==> src/verilog/fps_map.svh <==
`ifndef FPS_MAP_SVH
`define FPS_MAP_SVH

// ----------------------------------------------------------------
// Clock and program/erase timing
// ----------------------------------------------------------------
`define FPS_CLK_HZ 100_000_000
`define FPS_CLK_NS 10
`define FPS_ERASE_NS 400_000_000
`define FPS_PROG_NS 1_000_000
`define FPS_TIMER_TICKS 512
`define FPS_TIMER_EXTRA 2
`define FPS_ERASE_CNT (((`FPS_ERASE_NS / `FPS_CLK_NS) - `FPS_TIMER_EXTRA + `FPS_TIMER_TICKS - 1) / `FPS_TIMER_TICKS)
`define FPS_PROG_CNT (((`FPS_PROG_NS / `FPS_CLK_NS) - `FPS_TIMER_EXTRA + `FPS_TIMER_TICKS - 1) / `FPS_TIMER_TICKS)
`define FPS_PGM_CLK_HZ 66_000
`define FPS_CLK_DIV (`FPS_CLK_HZ / `FPS_PGM_CLK_HZ)
`define FPS_WAIT_DEF 16'hC004

// ----------------------------------------------------------------
// Flash controller map
// ----------------------------------------------------------------
`define FPS_DEV_CTRL 32'h8010_2000
`define FPS_DEV_TIMER 32'h8010_2008
`define FPS_DEV_WAIT 32'h8010_2010
`define FPS_DEV_CLKDIV 32'h8010_201C
`define FPS_CTRL_IDLE 32'h0000_0005
`define FPS_CTRL_PROT_TRIG 32'h0000_4087
`define FPS_CTRL_ERASE_TRIG 32'h0000_8081
`define FPS_CTRL_MARK_TRIG 32'h0000_4085
`define FPS_CTRL_PROG_TRIG 32'h0000_8083
`define FPS_CTRL_PRESET 32'h0000_0400
`define FPS_CTRL_READBACK 32'h0000_0020
`define FPS_CTRL_LOAD 32'h0000_4000
`define FPS_TIMER_EN 32'h8000_0000
`define FPS_TIMER_MASK 32'h00FF_FFFF
`define FPS_REGION_MASK 32'hFFFF_0000
`define FPS_SMALL_REGION 32'h104F_0000
`define FPS_SMALL_MASK 32'hFFFF_E000
`define FPS_LARGE_MASK 32'hFFFF_0000
`define FPS_UNPROT_VAL 32'h0000_0000
`define FPS_PROT_VAL 32'h0000_0001

// ----------------------------------------------------------------
// Own register map
// ----------------------------------------------------------------
`define FPS_REG_CMD 8'h00
`define FPS_REG_ADDR 8'h04
`define FPS_REG_DATA 8'h08
`define FPS_REG_ETIME 8'h0C
`define FPS_REG_PTIME 8'h10
`define FPS_REG_CFG 8'h14
`define FPS_REG_STAT 8'h18
`define FPS_REG_RDATA 8'h1C
`define FPS_STAT_BUSY 0
`define FPS_STAT_DONE 1
`define FPS_OP_COUNT 4'hB

`endif

==> src/verilog/fps_pkg.sv <==
package fps_pkg;

  typedef enum logic [3:0] {
    FPS_OP_INIT,
    FPS_OP_UNPROT,
    FPS_OP_PROT,
    FPS_OP_ERASE,
    FPS_OP_MARK,
    FPS_OP_PRESET,
    FPS_OP_WRITE,
    FPS_OP_LOAD,
    FPS_OP_PROGRAM,
    FPS_OP_READ,
    FPS_OP_READ_LATCH
  } fps_op_t;

  typedef enum logic [1:0] {
    FPS_SK_WRITE,
    FPS_SK_READ,
    FPS_SK_POLL
  } fps_kind_t;

  typedef struct packed {
    logic valid;
    fps_kind_t kind;
    logic [31:0] addr;
    logic [31:0] data;
  } fps_step_t;

  typedef struct packed {
    logic psel;
    logic penable;
    logic pwrite;
    logic [31:0] paddr;
    logic [31:0] pwdata;
  } fps_apb_req_t;

  typedef enum logic [1:0] {
    FPS_MS_IDLE,
    FPS_MS_SETUP,
    FPS_MS_ACCESS
  } fps_mstate_t;

endpackage

==> src/verilog/fps_sequencer.sv <==
`timescale 1ns/1ps
`include "fps_map.svh"

module fps_sequencer (
  input wire logic clk, // 100 MHz clock
  input wire logic arst_n, // Async reset
  input wire logic s_psel, // Slave select
  input wire logic s_penable, // Slave enable
  input wire logic s_pwrite, // Slave direction
  input wire logic [7:0] s_paddr, // Slave byte address
  input wire logic [31:0] s_pwdata, // Slave write data
  output logic [31:0] s_prdata, // Slave read data
  output logic s_pready, // Slave ready
  output logic s_pslverr, // Slave error
  output fps_pkg::fps_apb_req_t m_req, // Master request
  input wire logic [31:0] m_prdata, // Master read data
  input wire logic m_pready // Master ready
);

  // ----------------------------------------------------------------
  // State
  // ----------------------------------------------------------------
  fps_pkg::fps_op_t op_q;
  fps_pkg::fps_mstate_t st;
  logic [2:0] step_q;
  logic [31:0] addr_q;
  logic [31:0] data_q;
  logic [31:0] etime_q;
  logic [31:0] ptime_q;
  logic [31:0] cfg_q;
  logic [31:0] rdata_q;
  logic busy;
  logic done;

  // ----------------------------------------------------------------
  // Step table
  // ----------------------------------------------------------------
  function automatic fps_pkg::fps_step_t mk(input fps_pkg::fps_kind_t k,
                                            input logic [31:0] a, input logic [31:0] d);
    fps_pkg::fps_step_t s;
    s.valid = 1'b1;
    s.kind = k;
    s.addr = a;
    s.data = d;
    return s;
  endfunction

  function automatic logic [31:0] base_of(input logic [31:0] a);
    logic [31:0] r;
    r = ((a & `FPS_REGION_MASK) == `FPS_SMALL_REGION) ? (a & `FPS_SMALL_MASK)
                                                      : (a & `FPS_LARGE_MASK);
    return r;
  endfunction

  function automatic fps_pkg::fps_step_t step_of(
    input fps_pkg::fps_op_t op, input logic [2:0] i, input logic [31:0] a,
    input logic [31:0] d, input logic [31:0] et, input logic [31:0] pt,
    input logic [31:0] cfg);
    fps_pkg::fps_step_t s;
    logic [31:0] w;
    logic [31:0] c;
    logic [31:0] b;
    s = '0;
    w = fps_pkg::FPS_SK_WRITE == fps_pkg::FPS_SK_WRITE ? `FPS_CTRL_IDLE : '0;
    c = `FPS_DEV_CTRL;
    b = base_of(a);
    unique case (op)
      fps_pkg::FPS_OP_INIT:
        unique case (i)
          3'h0: s = mk(fps_pkg::FPS_SK_WRITE, `FPS_DEV_CLKDIV, {16'h0000, cfg[15:0]});
          3'h1: s = mk(fps_pkg::FPS_SK_WRITE, `FPS_DEV_WAIT, {16'h0000, cfg[31:16]});
          default: s = '0;
        endcase
      fps_pkg::FPS_OP_UNPROT, fps_pkg::FPS_OP_PROT:
        unique case (i)
          3'h0: s = mk(fps_pkg::FPS_SK_WRITE, b, (op == fps_pkg::FPS_OP_PROT) ?
                       `FPS_PROT_VAL : `FPS_UNPROT_VAL);
          3'h1: s = mk(fps_pkg::FPS_SK_WRITE, c, `FPS_CTRL_PROT_TRIG);
          3'h2: s = mk(fps_pkg::FPS_SK_WRITE, c, w);
          default: s = '0;
        endcase
      fps_pkg::FPS_OP_ERASE, fps_pkg::FPS_OP_PROGRAM:
        unique case (i)
          3'h0: s = mk(fps_pkg::FPS_SK_WRITE, `FPS_DEV_TIMER, `FPS_TIMER_EN |
                       (((op == fps_pkg::FPS_OP_ERASE) ? et : pt) & `FPS_TIMER_MASK));
          3'h1: s = (op == fps_pkg::FPS_OP_ERASE) ? mk(fps_pkg::FPS_SK_WRITE, a, d)
                  : mk(fps_pkg::FPS_SK_WRITE, c, `FPS_CTRL_PROG_TRIG);
          3'h2: s = (op == fps_pkg::FPS_OP_ERASE) ?
                  mk(fps_pkg::FPS_SK_WRITE, c, `FPS_CTRL_ERASE_TRIG)
                  : mk(fps_pkg::FPS_SK_POLL, `FPS_DEV_TIMER, '0);
          3'h3: s = (op == fps_pkg::FPS_OP_ERASE) ? mk(fps_pkg::FPS_SK_POLL, `FPS_DEV_TIMER, '0)
                  : mk(fps_pkg::FPS_SK_WRITE, c, w);
          3'h4: s = (op == fps_pkg::FPS_OP_ERASE) ? mk(fps_pkg::FPS_SK_WRITE, c, w) : '0;
          default: s = '0;
        endcase
      fps_pkg::FPS_OP_MARK:
        unique case (i)
          3'h0: s = mk(fps_pkg::FPS_SK_WRITE, a, d);
          3'h1: s = mk(fps_pkg::FPS_SK_WRITE, c, `FPS_CTRL_MARK_TRIG);
          3'h2: s = mk(fps_pkg::FPS_SK_WRITE, c, w);
          default: s = '0;
        endcase
      fps_pkg::FPS_OP_PRESET:
        unique case (i)
          3'h0: s = mk(fps_pkg::FPS_SK_WRITE, c, w | `FPS_CTRL_PRESET);
          3'h1: s = mk(fps_pkg::FPS_SK_WRITE, c, w);
          default: s = '0;
        endcase
      fps_pkg::FPS_OP_WRITE:
        s = (i == 3'h0) ? mk(fps_pkg::FPS_SK_WRITE, a, d) : '0;
      fps_pkg::FPS_OP_LOAD:
        unique case (i)
          3'h0: s = mk(fps_pkg::FPS_SK_WRITE, c, w | `FPS_CTRL_LOAD);
          3'h1: s = mk(fps_pkg::FPS_SK_WRITE, c, w);
          default: s = '0;
        endcase
      fps_pkg::FPS_OP_READ:
        s = (i == 3'h0) ? mk(fps_pkg::FPS_SK_READ, a, '0) : '0;
      fps_pkg::FPS_OP_READ_LATCH:
        unique case (i)
          3'h0: s = mk(fps_pkg::FPS_SK_WRITE, c, w | `FPS_CTRL_READBACK);
          3'h1: s = mk(fps_pkg::FPS_SK_READ, a, '0);
          3'h2: s = mk(fps_pkg::FPS_SK_WRITE, c, w);
          default: s = '0;
        endcase
    endcase
    return s;
  endfunction

  function automatic fps_pkg::fps_apb_req_t to_req(input fps_pkg::fps_step_t s);
    fps_pkg::fps_apb_req_t r;
    r.psel = 1'b1;
    r.penable = 1'b0;
    r.pwrite = (s.kind == fps_pkg::FPS_SK_WRITE);
    r.paddr = s.addr;
    r.pwdata = s.data;
    return r;
  endfunction

  // ----------------------------------------------------------------
  // Slave decode
  // ----------------------------------------------------------------
  wire s_acc = s_psel && s_penable && !s_pready;
  wire s_wr = s_acc && s_pwrite;
  wire hit_cmd = (s_paddr == `FPS_REG_CMD);
  wire hit_addr = (s_paddr == `FPS_REG_ADDR);
  wire hit_data = (s_paddr == `FPS_REG_DATA);
  wire hit_etime = (s_paddr == `FPS_REG_ETIME);
  wire hit_ptime = (s_paddr == `FPS_REG_PTIME);
  wire hit_cfg = (s_paddr == `FPS_REG_CFG);
  wire hit_stat = (s_paddr == `FPS_REG_STAT);
  wire hit_rdata = (s_paddr == `FPS_REG_RDATA);
  wire hit_any = hit_cmd | hit_addr | hit_data | hit_etime | hit_ptime | hit_cfg |
                 hit_stat | hit_rdata;
  wire op_ok = (s_pwdata[3:0] < `FPS_OP_COUNT);
  wire cmd_go = s_wr && hit_cmd && !busy && op_ok;
  wire done_clr = s_wr && hit_stat && s_pwdata[`FPS_STAT_DONE];
  wire fps_pkg::fps_op_t cmd_op = fps_pkg::fps_op_t'(s_pwdata[3:0]);
  wire [31:0] rd_mux = hit_cmd ? {28'h000_0000, op_q} :
                       hit_addr ? addr_q : hit_data ? data_q :
                       hit_etime ? etime_q : hit_ptime ? ptime_q :
                       hit_cfg ? cfg_q : hit_rdata ? rdata_q :
                       hit_stat ? {30'h0000_0000, done, busy} : 32'h0000_0000;

  // ----------------------------------------------------------------
  // Sequencer decode
  // ----------------------------------------------------------------
  wire fps_pkg::fps_step_t step_first = step_of(cmd_op, 3'h0, addr_q, data_q, etime_q,
                                                ptime_q, cfg_q);
  wire fps_pkg::fps_step_t step_cur = step_of(op_q, step_q, addr_q, data_q, etime_q,
                                              ptime_q, cfg_q);
  wire fps_pkg::fps_step_t step_nxt = step_of(op_q, step_q + 3'h1, addr_q, data_q,
                                              etime_q, ptime_q, cfg_q);
  wire xfer_done = (st == fps_pkg::FPS_MS_ACCESS) && m_pready;
  wire poll_again = (step_cur.kind == fps_pkg::FPS_SK_POLL) &&
                    ((m_prdata & `FPS_TIMER_MASK) != 32'h0000_0000);
  wire op_end = xfer_done && !poll_again && !step_nxt.valid;

  // ----------------------------------------------------------------
  // Slave registers
  // ----------------------------------------------------------------
  always_ff @(posedge clk or negedge arst_n)
  begin
    if (!arst_n)
    begin
      s_pready <= 1'b0;
      s_pslverr <= 1'b0;
      s_prdata <= '0;
    end
    else
    begin
      s_pready <= s_acc;
      s_pslverr <= s_acc && !hit_any;
      s_prdata <= (s_acc && !s_pwrite) ? rd_mux : '0;
    end
  end

  always_ff @(posedge clk or negedge arst_n)
  begin
    if (!arst_n)
    begin
      addr_q <= '0;
      data_q <= '0;
      etime_q <= 32'(`FPS_ERASE_CNT);
      ptime_q <= 32'(`FPS_PROG_CNT);
      cfg_q <= {`FPS_WAIT_DEF, 16'(`FPS_CLK_DIV)};
    end
    else if (s_wr && !busy)
    begin
      if (hit_addr) addr_q <= s_pwdata;
      if (hit_data) data_q <= s_pwdata;
      if (hit_etime) etime_q <= s_pwdata;
      if (hit_ptime) ptime_q <= s_pwdata;
      if (hit_cfg) cfg_q <= s_pwdata;
    end
  end

  always_ff @(posedge clk or negedge arst_n)
  begin
    if (!arst_n) done <= 1'b0;
    else done <= op_end || (done && !done_clr);
  end

  // ----------------------------------------------------------------
  // Master sequencer
  // ----------------------------------------------------------------
  always_ff @(posedge clk or negedge arst_n)
  begin
    if (!arst_n)
    begin
      st <= fps_pkg::FPS_MS_IDLE;
      op_q <= fps_pkg::FPS_OP_INIT;
      step_q <= '0;
      busy <= 1'b0;
      m_req <= '0;
    end
    else
    begin
      unique case (st)
        fps_pkg::FPS_MS_IDLE:
          if (cmd_go)
          begin
            op_q <= cmd_op;
            step_q <= '0;
            busy <= 1'b1;
            m_req <= to_req(step_first);
            st <= fps_pkg::FPS_MS_SETUP;
          end
        fps_pkg::FPS_MS_SETUP:
        begin
          m_req.penable <= 1'b1;
          st <= fps_pkg::FPS_MS_ACCESS;
        end
        fps_pkg::FPS_MS_ACCESS:
          if (m_pready)
          begin
            if (poll_again)
            begin
              m_req <= to_req(step_cur);
              st <= fps_pkg::FPS_MS_SETUP;
            end
            else if (step_nxt.valid)
            begin
              step_q <= step_q + 3'h1;
              m_req <= to_req(step_nxt);
              st <= fps_pkg::FPS_MS_SETUP;
            end
            else
            begin
              busy <= 1'b0;
              m_req <= '0;
              st <= fps_pkg::FPS_MS_IDLE;
            end
          end
      endcase
    end
  end

  always_ff @(posedge clk or negedge arst_n)
  begin
    if (!arst_n) rdata_q <= '0;
    else if (xfer_done && step_cur.kind == fps_pkg::FPS_SK_READ) rdata_q <= m_prdata;
  end

  // ----------------------------------------------------------------
  // Checks
  // ----------------------------------------------------------------
  logic [31:0] prev_wdata;
  logic armed;
  wire wr_done = xfer_done && m_req.pwrite;
  wire ctrl_done = wr_done && (m_req.paddr == `FPS_DEV_CTRL);
  wire trig_done = ctrl_done && ((m_req.pwdata == `FPS_CTRL_ERASE_TRIG) ||
                                 (m_req.pwdata == `FPS_CTRL_PROG_TRIG));

  always_ff @(posedge clk or negedge arst_n)
  begin
    if (!arst_n)
    begin
      prev_wdata <= '0;
      armed <= 1'b0;
    end
    else
    begin
      if (wr_done) prev_wdata <= m_req.pwdata;
      if (wr_done && m_req.paddr == `FPS_DEV_TIMER) armed <= 1'b1;
      else if (trig_done) armed <= 1'b0;
    end
  end
endmodule // fps_sequencer

==> config.mk <==
export PLATFORM = sky130hd
export DESIGN_NAME = fps_sequencer
export DESIGN_NICKNAME = d
export VERILOG_FILES = /design/src/verilog/fps_pkg.sv /design/src/verilog/fps_sequencer.sv
export VERILOG_INCLUDE_DIRS = /design/src /design/src/verilog
export SDC_FILE = /design/constraint.sdc
export NUM_CORES = 1
export LEC_CHECK = 0
export ABC_CLOCK_PERIOD_IN_PS = 3900
export BUFFER_PORTS_ARGS = -buffer_cell sky130_fd_sc_hd__buf_2
export CAP_MARGIN = 0
export CELL_PAD_IN_SITES_DETAIL_PLACEMENT = 0
export CELL_PAD_IN_SITES_GLOBAL_PLACEMENT = 1
export CORE_UTILIZATION = 35
export CTS_BUF_LIST = sky130_fd_sc_hd__clkbuf_16
export DETAILED_ROUTE_END_ITERATION = 8
export GPL_TIMING_DRIVEN = 0
export PLACE_DENSITY = 0.75
export RECOVER_POWER = 100
export SYNTH_ARGS = -nofsm -noshare
export SYNTH_HDL_FRONTEND = slang
export SYNTH_SLANG_ARGS = --single-unit
==> constraint.sdc <==
create_clock -name clk -period 3.9 [get_ports clk]
set_clock_uncertainty 0.15 [all_clocks]
set_input_delay 0.585 -clock clk [delete_from_list [all_inputs] [get_ports clk]]
set_output_delay 0.585 -clock clk [all_outputs]
set_load 0.01 [all_outputs]
==> run metrics <==
# setup viols final=0; # diodes=0; final cycle utilization of the critical path=98.5%; Yosys cell types=83; core area=45400 µm²; initial core utilization=35.5%; Flop pwr share=44.8%; Max Cap Viol=1; Sw Pwr=2200 µW; measured slew at the worst slew-check pin=1620 ps; remaining routing DRC violations=0; gr usage total=31.2%; CP Launch Type=register; first-pass GRT wire length=106000 µm; Logic pwr share=12.4%; Longest Clk Path Bufs=3; Achievable Freq=260 MHz; Max H-tree Level=2; critical path class=register to register; dpl hpwl=55400 µm; register area share after synthesis=47.3%; Finished Core Util=41.8%; # port buffers=175; TritonRoute pass-1 iters=6; FF+latch count, synth=303; Peak VDD IR=0.000367 V; die area=46900 µm²; final hold vios=0; status=finished, violations left; fin. max-slew vios=124; WP data arrival=4070 ps; Sink Count=303; Pint=5560 µW; Worst-path clk slew=60 ps; Die H=216 µm; detailed-route via count=14946; final wirelength=73100 µm; synth warn=0; CTS tree=yes; pin count of the biggest net entering global routing=124; Final Instance Area=19000 µm²; Worst Hold Class=input port to register; Switching Share=28.4%; EDFF count, synth=0; Root Driver=clkbuf_16; Vias/cell=6.07; asr flop ratio synth=100%; clock latency at the later pin of the worst-skew pair=560 ps; Power Dens Cells=409 nW/µm²; DR WL/cell=29.7 µm; FILL cells=4546; GP Congestion=0.987; CP max FO=10; RSZ-0062 raised after global routing=yes; Clk pwr share=42.8%; grt ovf=0; vias in the first global route=14866; largest cells by area after synthesis=dfrtp_1 (44%), mux2_2 (13%), nand2_1 (5.6%); area leader, netlist=dfrtp_1; DIE WIDTH=216 µm; syn_nets=1703; Area growth, synth to finish=17.8%; Synth Flop Type=dfrtp_1; initial antenna violation count=1; IO Pins=179; fin crit period=3840 ps; Layout Nets=1923; initial DRC count=1663; post-synth top area share=43.7%; CP endpoint kind=register; Rows=78; Slew HR=-8.06%; clock buffer count from CTS=35; Synth Area per Inst=9.94 µm²; Post-Syn Instances=1619; layout cells sized above 1=21.1%; Pleak=0.00788 µW; Crit path required time=4130 ps; Synth Cell Area=16100 µm²; failing checks=capacitance limit, slew limit; placed cell area=17800 µm²; Final ANT Viol Nets=0
-- cell families after synthesis --
group | count (synthesis) | share of synthesized area [%]
AOI/OAI and AO/OA | 539 | 22.5
xor gates and xnor gates | 1 | 0.0544
adders and majority gates | 6 | 0.466
buffers and inverters | 145 | 3.57
and+or+nand+nor | 418 | 11.8
DFF | 303 | 47.3
muxes | 207 | 14.3
-- flip-flops by register name, summed over array words and instances (netlist names), 32 cells and up --
name and count:
data_q 32, rdata_q 32, addr_q 32, cfg_q 32, m_req 67, ptime_q 32, s_prdata 32, etime_q 32
-- final timing paths --
check	start	end	slack, ps	cells after the start
worst min-delay path	m_prdata[27]	rdata_q[27]	110	2
worst max-delay path	step_q[2]	m_req[9]	60	10
max in group asynchronous	arst_n	cfg_q[21]	530	4
worst max register to register	step_q[2]	m_req[9]	60	10
worst min register to register	m_req[10]	m_req[10]	340	1
min in group asynchronous	arst_n	s_prdata[2]	530	2
-- cell usage after synthesis (all sizes together), types with 12 or more instances --
library cell,n
o22ai,17
o22a,12
dfstp,22
o21ai,106
buf,29
clkbuf,102
nand3,19
mux2i,22
mux2,185
a221oi,19
a22oi,81
nor3,17
nand2,242
nor4,12
nor2,64
a211oi,15
a31oi,35
a21oi,133
dfrtp,281
a22o,35
inv,13
-- power by group through the flow --
stage | Combinational, µW | Sequential (µW) | Clock (µW)
floorplan | 390 | 3530 | 0
global placement | 965 | 3530 | 0
detailed placement | 991 | 3530 | 0
CTS | 1000 | 3480 | 3370
global route | 1040 | 3500 | 3480
finish | 960 | 3480 | 3320
-- cell usage in the layout, fill, tap and decap left out, drive strengths merged, types with 17 or more instances in the layout --
cell type  Yosys  routed
a22o          35      35
a221oi        19      19
o21ai        106     106
a22oi         81      81
buf           29     106
a21oi        133     133
o22ai         17      17
dfrtp        281     281
clkbuf       102     243
nor3          17      17
dfstp         22      22
mux2i         22      22
inv           13      21
nor2          64      64
nand2        242     242
nand3         19      19
mux2         185     185
a31oi         35      35
-- area by class of cell --
| cell class | instances | area [µm²] | area share [%] |
|---|---|---|---|
| Clock inverter | 25 | 230 | 1.21 |
| Clock buffer | 36 | 901 | 4.75 |
| Multi-Input combinational cell | 1171 | 8020 | 42.3 |
| Tap cell | 600 | 751 | 3.96 |
| Sequential cell | 303 | 7610 | 40.1 |
| Buffer | 130 | 522 | 2.75 |
| Inverter | 14 | 52.6 | 0.277 |
| Timing Repair Buffer | 184 | 880 | 4.64 |
-- stage by stage --
| step | TNS, ps | instances | power (µW) | hold slack, ps | setup WS [ps] |
|---|---|---|---|---|---|
| after floorplan | 0 | 1619 | 3920 | 139 | 841 |
| after global placement | -1127750 | 2394 | 4490 | 323 | -3670 |
| after detailed placement | -47230 | 2398 | 4520 | 326 | -1050 |
| after CTS | 0 | 2463 | 7850 | 88.7 | 12.4 |
| after global routing | -5.53 | 2463 | 8020 | 112 | -5.53 |
| final | 0 | 2463 | 7760 | 113 | 59.6 |
-- metal layers --
metal  track usage (%)  up-vias  routed length [µm]
li1                  -     6485                   -
met1              42.4     7581               31500
met2              48.7      710               33200
met3              4.97      168                5010
met4              14.1        2                3370
met5                 0        -                  13
-- critical path, stage by stage, from the launching register on --
cell      delay (ps)
dfrtp_1          530
inv_2            170
ha_1             390
and2_2           300
o22ai_4          250
o31ai_1          170
a211oi_4         450
nor3_2           150
buf_2            290
a222oi_1         660
o21ai_0          160
-- what timing repair did --
item	CTS	global route
endpoints found under the hold margin	25	0
pin swaps	7	3
setup buffers	4	0
hold buffers	1	0
setup endpoints to repair	72	48
resized for setup	16	15
Power figures use the tool's default switching activity.
